File: src/design/cmt_pkg.sv
// package of constants and carriers for the commissioning test control block
// assumes a 32-bit apb slave at 40 mhz
`default_nettype none
package cmt_pkg;
    localparam int NUM_CONTACTS = 16;
    localparam int NUM_LEDS = 8;
    localparam int TP_BITS = 16;
    localparam int TP_CHAN_BITS = 8;
    localparam int CLK_HZ = 40000000;
    localparam int LED_TEST_MS = 2000;
    localparam int LED_TEST_CYCLES = CLK_HZ / 1000 * LED_TEST_MS;
    localparam logic [7:0] ADDR_MODE = 8'h00;
    localparam logic [7:0] ADDR_PATTERN = 8'h04;
    localparam logic [7:0] ADDR_COMMAND = 8'h08;
    localparam logic [7:0] ADDR_TP_VECTOR = 8'h0C;
    localparam logic [7:0] ADDR_CONTACT_VIEW = 8'h10;
    localparam logic [7:0] ADDR_LAMP_STATE = 8'h14;
    localparam logic [7:0] ADDR_STATUS = 8'h18;
    // mode register bit positions
    localparam int MODE_TEST = 0;
    localparam int MODE_INHIBIT = 1;
    localparam int MODE_STATIC = 2;
    localparam int MODE_LOOP_EN = 3;
    localparam int MODE_LOOP_EXT = 4;
    localparam int MODE_TP_TEST = 5;
    // command codes, low three bits of the command register
    localparam logic [2:0] CMD_IDLE = 3'h0;
    localparam logic [2:0] CMD_APPLY = 3'h1;
    localparam logic [2:0] CMD_REMOVE = 3'h2;
    localparam logic [2:0] CMD_LED_TEST = 3'h3;
    localparam logic [2:0] CMD_RECLOSE = 3'h4;
    localparam logic [7:0] LOOP_ADDR = 8'h00;
    localparam logic [1:0] RECLOSE_SHOTS = 2'h3;
    typedef struct packed {
        logic bypass_delta_sel;
        logic bypass_swing;
        logic conventional_dir;
        logic fixed_window;
        logic cross_polarise;
    } cmt_static_type;
    typedef struct packed {
        logic loop_internal;
        logic loop_external;
        logic [7:0] local_addr;
        logic [7:0] remote_addr;
    } cmt_loop_type;
endpackage
`default_nettype wire

File: src/design/cmt_top.sv
// commissioning test control: contact override, lamp test, reclose trial,
// static injection mode, teleprotection loopback and test vector
// assumes apb master at 40 mhz and synchronous opto and scheme inputs
//
// Summary of operation
// - opto inputs select test or inhibit too
// - pattern bit 1 selects contact for test
// - apply command changes selected contacts, reads idle
// - contacts held until remove command, then idle
// - under inhibit view shows would-operate contacts
// - led test lights leds two seconds
// - reclose trial trips, command idles on trip
// - repeated trial tests next reclose shot
// - static mode bypasses delta selectors, swing
// - static mode conventional direction, one-cycle filter
// - static mode cross-polarises from healthy phases
// - loopback uses addresses zero, acts remote
// - loopback keeps logic signal routing
// - loopback internal or external setting
// - opto input selects loopback too
// - sixteen-bit test vector, eight per channel
// - test enable picks vector, else protection signals
// - red and green lamp vectors, both is yellow
// - test state contacts driven unless inhibited
//
// The placing of the registers and the APB slave port are this design's own decisions.
`default_nettype none
module cmt_top #(
    parameter int NC = cmt_pkg::NUM_CONTACTS,
    parameter int NL = cmt_pkg::NUM_LEDS,
    parameter int LED_CYCLES = cmt_pkg::LED_TEST_CYCLES
) (
    input wire logic pclk,
    input wire logic presetn,
    input wire logic psel,
    input wire logic penable,
    input wire logic pwrite,
    input wire logic [7:0] paddr,
    input wire logic [31:0] pwdata,
    output logic [31:0] prdata,
    output logic pready,
    output logic pslverr,
    input wire logic opto_test,
    input wire logic opto_inhibit,
    input wire logic opto_loopback,
    input wire logic [NC-1:0] scheme_contacts,
    input wire logic [NL-1:0] scheme_red,
    input wire logic [NL-1:0] scheme_green,
    input wire logic trip_operated,
    input wire logic reclose_done,
    input wire logic [cmt_pkg::TP_BITS-1:0] protection_commands,
    input wire logic [cmt_pkg::TP_BITS-1:0] link_rx_commands,
    output logic [NC-1:0] contact_drive,
    output logic [NL-1:0] red_lamps,
    output logic [NL-1:0] green_lamps,
    output logic reclose_trial_trip,
    output logic [1:0] reclose_shot,
    output logic out_of_service,
    output cmt_pkg::cmt_static_type static_ctrl,
    output cmt_pkg::cmt_loop_type loop_ctrl,
    output logic [cmt_pkg::TP_BITS-1:0] tp_tx_commands,
    output logic [cmt_pkg::TP_BITS-1:0] tp_rx_commands
);
    logic [5:0] mode_reg;
    logic [NC-1:0] pattern_reg;
    logic [NC-1:0] override_reg;
    logic override_on_reg;
    logic [2:0] cmd_reg;
    logic [2:0] cmd_next;
    logic [cmt_pkg::TP_BITS-1:0] teleprotection_test_vector;
    logic [1:0] shot_reg;
    logic trial_busy_reg;
    logic led_active;
    logic [31:0] rdata_next;

    wire wr_en = psel && penable && pwrite;
    wire rd_en = psel && !penable && !pwrite;
    wire wr_mode = wr_en && (paddr == cmt_pkg::ADDR_MODE);
    wire wr_pattern = wr_en && (paddr == cmt_pkg::ADDR_PATTERN);
    wire wr_cmd = wr_en && (paddr == cmt_pkg::ADDR_COMMAND);
    wire wr_vector = wr_en && (paddr == cmt_pkg::ADDR_TP_VECTOR);
    wire mapped = (paddr == cmt_pkg::ADDR_MODE) ||
        (paddr == cmt_pkg::ADDR_PATTERN) ||
        (paddr == cmt_pkg::ADDR_COMMAND) ||
        (paddr == cmt_pkg::ADDR_TP_VECTOR) ||
        (paddr == cmt_pkg::ADDR_CONTACT_VIEW) ||
        (paddr == cmt_pkg::ADDR_LAMP_STATE) ||
        (paddr == cmt_pkg::ADDR_STATUS);
    wire [2:0] cmd_wr = pwdata[2:0];

    // effective modes, menu or opto input for test, inhibit and loopback, menu only for the others
    wire test_state = mode_reg[cmt_pkg::MODE_TEST] || opto_test;
    wire inhibit = mode_reg[cmt_pkg::MODE_INHIBIT] || opto_inhibit;
    wire static_mode = mode_reg[cmt_pkg::MODE_STATIC];
    wire loop_on = mode_reg[cmt_pkg::MODE_LOOP_EN] || opto_loopback;
    wire loop_ext = mode_reg[cmt_pkg::MODE_LOOP_EXT];
    wire tp_test = mode_reg[cmt_pkg::MODE_TP_TEST];

    // commands issued this cycle
    wire go_apply = wr_cmd && (cmd_wr == cmt_pkg::CMD_APPLY);
    wire go_remove = wr_cmd && (cmd_wr == cmt_pkg::CMD_REMOVE);
    wire go_led = wr_cmd && (cmd_wr == cmt_pkg::CMD_LED_TEST);
    wire go_trial = wr_cmd && (cmd_wr == cmt_pkg::CMD_RECLOSE);

    // contacts: override toggles selected contacts, scheme otherwise
    wire [NC-1:0] operate = override_on_reg ?
        (scheme_contacts ^ override_reg) : scheme_contacts;
    wire [NC-1:0] drive_next = inhibit ? '0 : operate;
    // view shows logical operate state even while relays blocked
    wire [NC-1:0] view = operate;

    wire [NL-1:0] red_next = led_active ? '1 : scheme_red;
    wire [NL-1:0] green_next = led_active ? '1 : scheme_green;

    // command field returns idle once the action has taken place
    always_comb begin
        cmd_next = cmd_reg;
        if (go_apply || go_remove) begin
            cmd_next = cmt_pkg::CMD_IDLE;
        end else if (go_led || (go_trial && !trial_busy_reg)) begin
            cmd_next = cmd_wr;
        end else if (cmd_reg == cmt_pkg::CMD_LED_TEST && !led_active) begin
            cmd_next = cmt_pkg::CMD_IDLE;
        end else if (cmd_reg == cmt_pkg::CMD_RECLOSE && trip_operated) begin
            cmd_next = cmt_pkg::CMD_IDLE;
        end
    end

    // test vector while enabled, protection commands otherwise
    wire [cmt_pkg::TP_BITS-1:0] tx_next =
        tp_test ? teleprotection_test_vector : protection_commands;
    // loopback returns the transmitted commands as received ones
    wire [cmt_pkg::TP_BITS-1:0] rx_next =
        loop_on ? tx_next : link_rx_commands;

    always_comb begin
        rdata_next = 32'h0;
        unique case (paddr)
            cmt_pkg::ADDR_MODE: rdata_next = {26'h0, mode_reg};
            cmt_pkg::ADDR_PATTERN: rdata_next = 32'(pattern_reg);
            cmt_pkg::ADDR_COMMAND: rdata_next = {29'h0, cmd_reg};
            cmt_pkg::ADDR_TP_VECTOR:
                rdata_next = {16'h0, teleprotection_test_vector};
            cmt_pkg::ADDR_CONTACT_VIEW: rdata_next = 32'(view);
            // red low half, green high half, both set means yellow
            cmt_pkg::ADDR_LAMP_STATE:
                rdata_next = {16'(green_lamps), 16'(red_lamps)};
            cmt_pkg::ADDR_STATUS:
                rdata_next = {24'h0, 1'b0, shot_reg, trial_busy_reg,
                    loop_on, inhibit, test_state, override_on_reg};
            default: rdata_next = 32'h0;
        endcase
    end

    always_ff @(posedge pclk or negedge presetn) begin
        if (!presetn) begin
            mode_reg <= 6'h00;
            pattern_reg <= '0;
            teleprotection_test_vector <= '0;
            cmd_reg <= cmt_pkg::CMD_IDLE;
        end else begin
            if (wr_mode) mode_reg <= pwdata[5:0];
            if (wr_pattern) pattern_reg <= pwdata[NC-1:0];
            if (wr_vector) begin
                teleprotection_test_vector <= pwdata[15:0];
            end
            cmd_reg <= cmd_next;
        end
    end

    always_ff @(posedge pclk or negedge presetn) begin
        if (!presetn) begin
            override_reg <= '0;
            override_on_reg <= 1'b0;
        end else if (go_apply) begin
            override_reg <= pattern_reg;
            override_on_reg <= 1'b1;
        end else if (go_remove) begin
            override_reg <= '0;
            override_on_reg <= 1'b0;
        end
    end

    // reclose trial: each issue tests the next shot
    always_ff @(posedge pclk or negedge presetn) begin
        if (!presetn) begin
            shot_reg <= 2'h0;
            trial_busy_reg <= 1'b0;
            reclose_trial_trip <= 1'b0;
        end else begin
            if (go_trial && !trial_busy_reg) begin
                trial_busy_reg <= 1'b1;
                reclose_trial_trip <= 1'b1;
            end else if (trip_operated) begin
                reclose_trial_trip <= 1'b0;
            end
            if (trial_busy_reg && reclose_done) begin
                trial_busy_reg <= 1'b0;
                shot_reg <= (shot_reg == cmt_pkg::RECLOSE_SHOTS - 2'h1) ?
                    2'h0 : shot_reg + 2'h1;
            end
        end
    end

    always_ff @(posedge pclk or negedge presetn) begin
        if (!presetn) begin
            contact_drive <= '0;
            red_lamps <= '0;
            green_lamps <= '0;
            out_of_service <= 1'b0;
            static_ctrl <= '0;
            loop_ctrl <= '0;
            tp_tx_commands <= '0;
            tp_rx_commands <= '0;
            reclose_shot <= 2'h0;
        end else begin
            contact_drive <= drive_next;
            red_lamps <= red_next;
            green_lamps <= green_next;
            out_of_service <= test_state || inhibit;
            static_ctrl.bypass_delta_sel <= static_mode;
            static_ctrl.bypass_swing <= static_mode;
            static_ctrl.conventional_dir <= static_mode;
            static_ctrl.fixed_window <= static_mode;
            static_ctrl.cross_polarise <= static_mode;
            loop_ctrl.loop_internal <= loop_on && !loop_ext;
            loop_ctrl.loop_external <= loop_on && loop_ext;
            loop_ctrl.local_addr <= cmt_pkg::LOOP_ADDR;
            loop_ctrl.remote_addr <= cmt_pkg::LOOP_ADDR;
            tp_tx_commands <= tx_next;
            tp_rx_commands <= rx_next;
            reclose_shot <= shot_reg;
        end
    end

    // apb: read data latched in setup, ready in access, error on unmapped
    always_ff @(posedge pclk or negedge presetn) begin
        if (!presetn) begin
            prdata <= 32'h0;
            pready <= 1'b0;
            pslverr <= 1'b0;
        end else begin
            if (rd_en) prdata <= rdata_next;
            pready <= psel && !penable;
            pslverr <= psel && !penable && !mapped;
        end
    end

    cmt_led_timer #(
        .CYCLES(LED_CYCLES)
    ) u_led_timer (
        .clk(pclk),
        .rst_n(presetn),
        .start(go_led),
        .active(led_active)
    );

    a_override_apply: assert property (
        @(posedge pclk) disable iff (!presetn)
        go_apply |=> override_on_reg && cmd_reg == cmt_pkg::CMD_IDLE)
        else $error("apply did not take hold");
    a_override_clear: assert property (
        @(posedge pclk) disable iff (!presetn)
        go_remove |=> !override_on_reg && override_reg == '0)
        else $error("remove did not release");
    a_override_hold: assert property (
        @(posedge pclk) disable iff (!presetn)
        override_on_reg && !go_remove && !go_apply |=> $stable(override_reg))
        else $error("override changed unasked");
    a_inhibit_block: assert property (
        @(posedge pclk) disable iff (!presetn)
        inhibit |=> contact_drive == '0)
        else $error("contacts driven while inhibited");
    a_led_lit: assert property (
        @(posedge pclk) disable iff (!presetn)
        go_led |=> ##1 red_lamps == '1 && green_lamps == '1)
        else $error("lamp test not lit");
    a_tp_select: assert property (
        @(posedge pclk) disable iff (!presetn)
        tp_test && !wr_mode && !wr_vector |=>
        tp_tx_commands == teleprotection_test_vector)
        else $error("test vector not sent");
    a_loop_route: assert property (
        @(posedge pclk) disable iff (!presetn)
        loop_on |=> tp_rx_commands == tp_tx_commands)
        else $error("loopback not routed");
    a_static_bypass: assert property (
        @(posedge pclk) disable iff (!presetn)
        ##1 static_ctrl.bypass_swing == $past(static_mode) &&
        static_ctrl.cross_polarise == $past(static_mode))
        else $error("static controls wrong");
    a_trial_idle: assert property (
        @(posedge pclk) disable iff (!presetn)
        cmd_reg == cmt_pkg::CMD_RECLOSE && trip_operated && !wr_cmd |=>
        cmd_reg == cmt_pkg::CMD_IDLE)
        else $error("trial command not idled");
endmodule // cmt_top
`default_nettype wire

File: src/design/cmt_led_timer.sv
// led test timer: a one-cycle start runs a fixed-length active window
// assumes the start pulse is synchronous to clk
`default_nettype none
module cmt_led_timer #(
    parameter int CYCLES = cmt_pkg::LED_TEST_CYCLES
) (
    input wire logic clk,
    input wire logic rst_n,
    input wire logic start,
    output logic active
);
    logic [31:0] count_reg;
    logic [31:0] count_next;
    assign count_next = start ? 32'(CYCLES) :
        (count_reg != 32'h0 ? count_reg - 32'h1 : 32'h0);
    always_ff @(posedge clk or negedge rst_n) begin
        if (!rst_n) begin
            count_reg <= 32'h0;
            active <= 1'b0;
        end else begin
            count_reg <= count_next;
            active <= (count_next != 32'h0);
        end
    end
endmodule // cmt_led_timer
`default_nettype wire

File: config.mk
export PLATFORM = sky130hd
export DESIGN_NAME = cmt_top
export DESIGN_NICKNAME = d
export VERILOG_FILES = /design/src/design/cmt_pkg.sv /design/src/design/cmt_top.sv /design/src/design/cmt_led_timer.sv
export SDC_FILE = /design/constraint.sdc
export NUM_CORES = 1
export LEC_CHECK = 0
export ABC_AREA = 1
export ABC_CLOCK_PERIOD_IN_PS = 2050
export BUFFER_PORTS_ARGS = -buffer_cell sky130_fd_sc_hd__buf_2
export CAP_MARGIN = 20
export CORE_ASPECT_RATIO = 1.25
export CORE_MARGIN = 4
export CORE_UTILIZATION = 50
export DETAILED_ROUTE_END_ITERATION = 10
export PLACE_DENSITY_LB_ADDON = 0.08
export RECOVER_POWER = 25
export SLEW_MARGIN = 10
export SYNTH_ARGS = -nofsm -noshare
export SYNTH_HDL_FRONTEND = slang
export SYNTH_HIERARCHICAL = 1
export SYNTH_SLANG_ARGS = --single-unit
export TNS_END_PERCENT = 30
File: constraint.sdc
create_clock -name pclk -period 2.05 [get_ports pclk]
set_clock_uncertainty 0.05 [all_clocks]
set_input_delay 0.1025 -clock pclk [delete_from_list [all_inputs] [get_ports pclk]]
set_output_delay 0.1025 -clock pclk [all_outputs]
set_load 0.05 [all_outputs]
==> impl_metrics.csv, run 1 <==
group,metric,value,unit
status,status,"finished, final reports clean",
floorplan,io_pins,239,
synthesis,synthTopCellsByArea,"dfrtp_1, nand2_1, inv_1",
pwr,ir_drop,0.556,mV
critical_path,worstPathCellList,"nor2_2 -> nand2_2 -> buf_6 -> nor2_4 -> nand3_2 -> nor2_4 -> buf_12 -> buf_12 -> a21oi_1 -> nor2_2 -> nand3_1 -> nor2_1 -> nand2_1",
drt,drc,0,
cells_and_area,area_growth,35.9,%
clocking,clockBufferDepth,2,
synthesis,synth_cells,1166,
synthesis,yosys_warnings,6,
clocking,clock_sinks,191,
placed_design,dp_hpwl,21.0,mm
placed_design,io_buffers,198,
cells_and_area,layout-drive-gt1-share,28.9,%
synthesis,ys_seq_elements,191,
floorplan,die_area,20900,µm²
critical_path,critPathLaunch,"u_led_timer/count_reg[8]",
sta,setup-violations-final,0,
synthesis,synth_commonest_cells,"nand2_1, dfrtp_1, inv_1, nor2_1, o21ai_0",
sta,setup_slack,0.0843,ns
synthesis,synthMostInstantiatedCell,"nand2_1",
drt,routed_wl,28.3,mm
drt,top_layer,"met5",
synthesis,synth-edff-count,0,
drt,via_per_inst,4.93,
critical_path,crit_required,2.33,ns
critical_path,endpoint,"u_led_timer/active",
critical_path,cp_slowest_stage_delay,0.42,ns
critical_path,reg2reg_from,"u_led_timer/count_reg[8]",
critical_path,end_kind,"flop",
drt,drtIter0Drc,488,
critical_path,r2r-end,"u_led_timer/active",
clocking,insertion_delay,0.43,ns
min_path,hp-class,"in2reg",
sta,max_freq,509,MHz
critical_path,worstRegToRegCells,13,
pwr,finalPower,8.81,mW
sta,period_minus_slack,1.97,ns
cells_and_area,largest_reg_flops,32,
clocking,path_clk_slew,0.07,ns
floorplan,initial_core_util,51.2,%
synthesis,synth_top_area_share,51.4,%
global_route,antenna_found_initial,3,
critical_path,critPathSlowestCell,"dfrtp_1",
run,cap_violations,0,
drt,postRouteAntennaNets,0,
global_route,grt-ovfl-total,0,
critical_path,crit_type,"reg2reg",
cells_and_area,nNetsFinal,1635,
synthesis,synthFlopType,"dfrtp_1",
synthesis,yosysUniqueCellTypes,38,
sta,final.setup.tns,0,ns
sta,worst_pin_slew,1.43,ns
drt,wire_per_inst,16.1,µm
clocking,cts_tree,"yes",
synthesis,syn_area,9300,µm²
synthesis,ys_async_sr_fraction,100,%
synthesis,yosysSeqAreaShare,51.4,%
clocking,numCtsBuffers,17,
cells_and_area,fillCellCount,1546,
placed_design,place_congestion,0.964,
drt,dr_wl_met3,1.20,mm
sta,rsz0062_at_grt,"yes",
critical_path,worstPathArrival,2.24,ns
synthesis,synth_area_per_cell,7.98,µm²
pwr,p_leak,6.65,nW
critical_path,path_max_fanout,4,
sta,min_period_over_period,95.9,%
pwr,p_per_area,697,nW/µm²
synthesis,yosys.area.top_type,"dfrtp_1",
clocking,htree_num_levels,4,
floorplan,core_area,18200,µm²
sta,hold_viol_final,0,
global_route,grt_pass1_vias,8650,
clocking,cts-root-buf,"clkbuf_16",
drt,num_vias,8693,
min_path,holdPathStages,3,
drt,met1_length,9.80,mm
global_route,grt_pass1_wl,43.6,mm
drt,dr.pass1.iters,5,
global_route,grt_usage,27.1,%
sta,finalMaxSlewViolations,0,
placed_design,dp_slack,-0.0527,ns
floorplan,fp.dieW,130,µm
floorplan,fp-row-count,55,
critical_path,r2r_slack,0.08,ns
sta,slew_headroom,4.60,%
drt,routed-wl-met2,15.9,mm
floorplan,die_y,161,µm
global_route,grt_max_degree,56,
critical_path,critPathLaunchType,"flop",
==> critical path, delay by kind of cell (launching register included) <==
kind / cells / cell delay [ns]
flops: 1 / 0.42
compound gates: 1 / 0.04
simple gates: 9 / 1.03
buf+inv: 3 / 0.34
==> layout make-up <==
cell class                 instances  area (µm²)  share of cell area (%)
timing repair buffer             369        2530                    20.0
multi-input combinational        805        3910                    30.9
clock buffer                      17         425                    3.36
sequential                       191        4790                    37.9
inverter                         136         514                    4.07
clock inverter                    15         190                    1.50
tap                              228         285                    2.26
antenna                            1        2.50                  0.0198
==> where the power goes <==
| group | switching (mW) | internal (mW) |
|---|---|---|
| registers | 0.124 | 3.91 |
| logic | 0.856 | 0.478 |
| clock network | 1.58 | 1.87 |
==> per-stage QoR <==
step / area (µm²) / hold WS, ns / util (%) / std cells
floorplan: 9390 / -0.243 / - / 1189
global placement: 10900 / 0.0570 / 59.9 / 1627
detailed placement: 10900 / 0.0596 / 59.9 / 1627
CTS: 12400 / 0.0238 / 68.1 / 1745
global route: 12600 / 0.0414 / 69.6 / 1762
finish: 12600 / 0.0380 / 69.6 / 1762
==> logic make-up (layout without fill, tap and decap cells) <==
family                   Yosys count  in the layout  synth area share (%)
AND/OR/NAND/NOR                  648            648                  30.1
adder cells (fa/ha/maj)            1              1                 0.134
buffers and inverters            193            537                  9.45
AO/OA/AOI/OAI                    107            107                  6.33
XOR/XNOR                          18             18                  1.69
flip-flops                       191            191                  51.4
other                              1             25                0.0403
multiplexers                       7              7                 0.847
==> layout by cell type (no fill, tap or decap), types with 4 or more instances in the layout <==
master           n
nand3_1         45
nand3b_1         5
o21ai_1         17
dfrtp_2          6
nand2_4          5
inv_2            7
inv_8            5
nand2_2         22
nor3_1           7
o21ai_2          7
xor2_1          15
buf_2          197
clkbuf_16       17
o21ai_0         51
dfrtp_1        185
or2_2           19
a21oi_1         17
mux2_2           7
buf_4           79
o211ai_1         7
nand3_2          6
nor2_4          18
conb_1          24
dlygate4sd3_1   86
nand4_1          5
nor2_2          23
o22ai_1          4
inv_1          127
buf_6            4
nor2_1         101
nand2_1        385
==> metal layers <==
metal / track usage (%) / vias to the layer above
met5: 0 / -
met4: 12.3 / 4
met3: 4.22 / 90
met2: 51.4 / 267
met1: 28.7 / 4079
li1: - / 4253
==> worst min path at each step <==
| stage | startpoint | to |
|---|---|---|
| final | pwdata[0] | teleprotection_test_vector[0] |
| after global routing | pwdata[0] | teleprotection_test_vector[0] |
| after CTS | pwdata[0] | teleprotection_test_vector[0] |
| after detailed placement | presetn | contact_drive[8] |
| after global placement | presetn | contact_drive[8] |
| after floorplan | presetn | cmd_reg[0] |
==> repair_timing <==
| action | in CTS | in global routing |
|---|---|---|
| hold buffers | 86 | 0 |
| endpoints found under the setup margin | 1 | 1 |
| pin swaps | 1 | 26 |
| resized for setup | 6 | 59 |
| buffers inserted | 0 | 16 |
| hold endpoints to repair | 158 | 0 |
(Power assumes the default switching activity.)
==> run 2: changes to the inputs <==
--- a/config.mk
+++ b/config.mk
@@ -10,8 +10,8 @@
 export BUFFER_PORTS_ARGS = -buffer_cell sky130_fd_sc_hd__buf_2
 export CAP_MARGIN = 20
 export CORE_ASPECT_RATIO = 1.25
-export CORE_MARGIN = 4
 export CORE_UTILIZATION = 50
+export CTS_BUF_LIST = sky130_fd_sc_hd__clkbuf_4
 export DETAILED_ROUTE_END_ITERATION = 10
 export PLACE_DENSITY_LB_ADDON = 0.08
 export RECOVER_POWER = 25
==> run 2 against run 1 <==
Against the previous run: design area is 2.4% lower; the flow now finishes with violations (negative setup slack); sequential cell count stayed put; largest power group unchanged; register-to-register slack worse by 0.09 ns; clock power is 41% lower; critical path depth stayed put; critical path type unchanged; clock-buffer cell count stayed put.
==> impl_metrics.csv, run 2 (synthesis results as in run 1) <==
group,metric,value,unit
status,status,"complete, but fails checks",
status,failed_checks,"negative setup slack",
clocking,cts_tree,"yes",
sta,hold_viol_final,0,
sta,min_period_over_period,100,%
floorplan,io_pins,239,
drt,wire_per_inst,15.7,µm
sta,period_minus_slack,2.05,ns
sta,setup_slack,-0.00474,ns
cells_and_area,largest_reg_flops,32,
min_path,holdPathStages,7,
critical_path,end_kind,"flop",
pwr,power_frac_comb,17.6,%
pwr,switching_share,31.8,%
cells_and_area,area_growth,32.7,%
floorplan,core_area,18200,µm²
pwr,seq_power_share,54.5,%
pwr,p_per_area,596,nW/µm²
drt,dr.pass1.iters,6,
sta,finalMaxSlewViolations,0,
global_route,grt_max_degree,61,
floorplan,fp-row-count,55,
min_path,hold_end,"cmd_reg[1]",
pwr,ir_drop,0.431,mV
critical_path,critPathLaunchType,"flop",
floorplan,die_area,19200,µm²
min_path,min_from,"paddr[6]",
placed_design,place_congestion,0.974,
critical_path,crit_required,2.49,ns
drt,routed_wl,27.9,mm
drt,drtIter0Drc,526,
placed_design,dp_slack,-0.0323,ns
cells_and_area,layout-drive-gt1-share,23.9,%
floorplan,die_y,155,µm
global_route,grt_pass1_wl,43.0,mm
sta,setup-violations-final,1,
pwr,clkPwrFrac,27.8,%
placed_design,io_buffers,198,
critical_path,crit_type,"reg2reg",
clocking,cts-root-buf,"clkbuf_4",
sta,max_freq,487,MHz
drt,via_per_inst,4.90,
clocking,insertion_delay,0.59,ns
clocking,numCtsBuffers,17,
global_route,antenna_found_initial,2,
cells_and_area,final_common_cell,"nand2_1",
clocking,clock_sinks,191,
clocking,clockBufferDepth,2,
critical_path,path_max_fanout,7,
drt,postRouteAntennaNets,0,
floorplan,initial_core_util,51.2,%
clocking,path_clk_slew,0.16,ns
pwr,p_int,5.02,mW
drt,num_vias,8717,
clocking,htree_num_levels,4,
critical_path,worstPathArrival,2.49,ns
drt,drc,0,
floorplan,fp.dieW,124,µm
sta,slew_headroom,40.5,%
pwr,netSwitchingPower,2.34,mW
critical_path,r2r_slack,-0.005,ns
global_route,grt_pass1_vias,8608,
sta,final.setup.tns,-0.00474,ns
pwr,p_leak,6.52,nW
critical_path,worstRegToRegCells,13,
run,cap_violations,0,
global_route,grt_usage,30.2,%
cells_and_area,final_cell_mix,"nand2_1, buf_2, dfrtp_1, inv_1, dlygate4sd3_1",
clocking,post_cts_buffers,0,
min_path,hp-class,"in2reg",
sta,rsz0062_at_grt,"yes",
cells_and_area,nNetsFinal,1650,
sta,worst_pin_slew,0.893,ns
sta,holdWs,0.0426,ns
global_route,grt-ovfl-total,0,
critical_path,reg2reg_from,"u_led_timer/count_reg[0]",
placed_design,dp_hpwl,20.4,mm
critical_path,r2r-end,"u_led_timer/active",
## run 2: changes by cell type in the layout (fill, tap and decap cells not counted), moves of 6 or more
cell | before | now
nor2_4 | 18 | 12
nand2_2 | 22 | 11
o21ai_0 | 51 | 61
buf_4 | 79 | 57
o21ai_2 | 7 | 1
clkbuf_16 | 17 | 0
clkbuf_4 | 0 | 18
nand2_1 | 385 | 398
nor2_1 | 101 | 116
nor2_2 | 23 | 14
dlygate4sd3_1 | 86 | 122
## run 2: cell type report
cell class                 instances  area, µm²
clock buffer                      17        128
antenna                            2       5.00
fill                            1581       5820
inverter                         136        514
tap                              228        285
multi-input combinational        805       3740
clock inverter                    15        153
timing repair buffer             384       2730
sequential                       191       4780
## run 2: how the worst max path moves through the flow
stage                              from            endpoint  slack (ns)  depth (start not counted)
6_report       u_led_timer/count_reg[0]  u_led_timer/active      -0.005                         13
5_1_grt        u_led_timer/count_reg[0]  u_led_timer/active       -0.13                         13
4_1_cts        u_led_timer/count_reg[0]  u_led_timer/active       0.008                         13
3_5_place_dp   u_led_timer/count_reg[0]  u_led_timer/active       -0.03                         13
3_3_place_gp   u_led_timer/count_reg[0]  u_led_timer/active       -0.01                         13
2_1_floorplan  u_led_timer/count_reg[0]  u_led_timer/active        0.21                         13
## run 2: through the flow
| step | power [mW] | area [µm²] | cells | util (%) |
|---|---|---|---|---|
| after floorplan | 4.79 | 9390 | 1189 | - |
| after global placement | 5.17 | 10800 | 1622 | 59.6 |
| after detailed placement | 5.18 | 10800 | 1622 | 59.6 |
| after CTS | 7.41 | 12400 | 1776 | 68.0 |
| after global routing | 7.70 | 12300 | 1777 | 67.9 |
| final | 7.36 | 12300 | 1778 | 67.9 |
## run 2: routing by layer
metal | vias to the layer above | wire length, µm | GRT usage (%)
met5 | - | 0 | 0
met4 | 0 | 1340 | 15.0
met3 | 78 | 1020 | 4.68
met2 | 244 | 15500 | 56.9
met1 | 4108 | 10100 | 31.7
li1 | 4287 | - | -
## run 2: what timing repair did
action	in CTS	in global routing
hold buffers	122	0
pin swaps	1	1
gates resized for setup	4	12
endpoints found under the hold margin	334	0
setup endpoints to repair	1	13
## run 2: worst max-delay path: stages (launching register included)
cell	delay, ns
dfrtp_1	0.41
inv_1	0.10
ha_2	0.22
nand2_4	0.08
nor2_8	0.15
nand2_2	0.12
nor2_4	0.12
nand2_4	0.11
o21ai_1	0.13
nand2_1	0.12
nor2_1	0.11
nand3_1	0.07
nor2_1	0.11
nand2_1	0.06
## run 2: power groups by stage
stage          Combinational [mW]  Clock, mW  Sequential (mW)
3_3_place_gp                 1.10          0             4.07
5_1_grt                      1.41       2.26             4.03
2_1_floorplan               0.487          0             4.30
4_1_cts                      1.29       2.11             4.00
3_5_place_dp                 1.10          0             4.08
6_report                     1.30       2.05             4.01
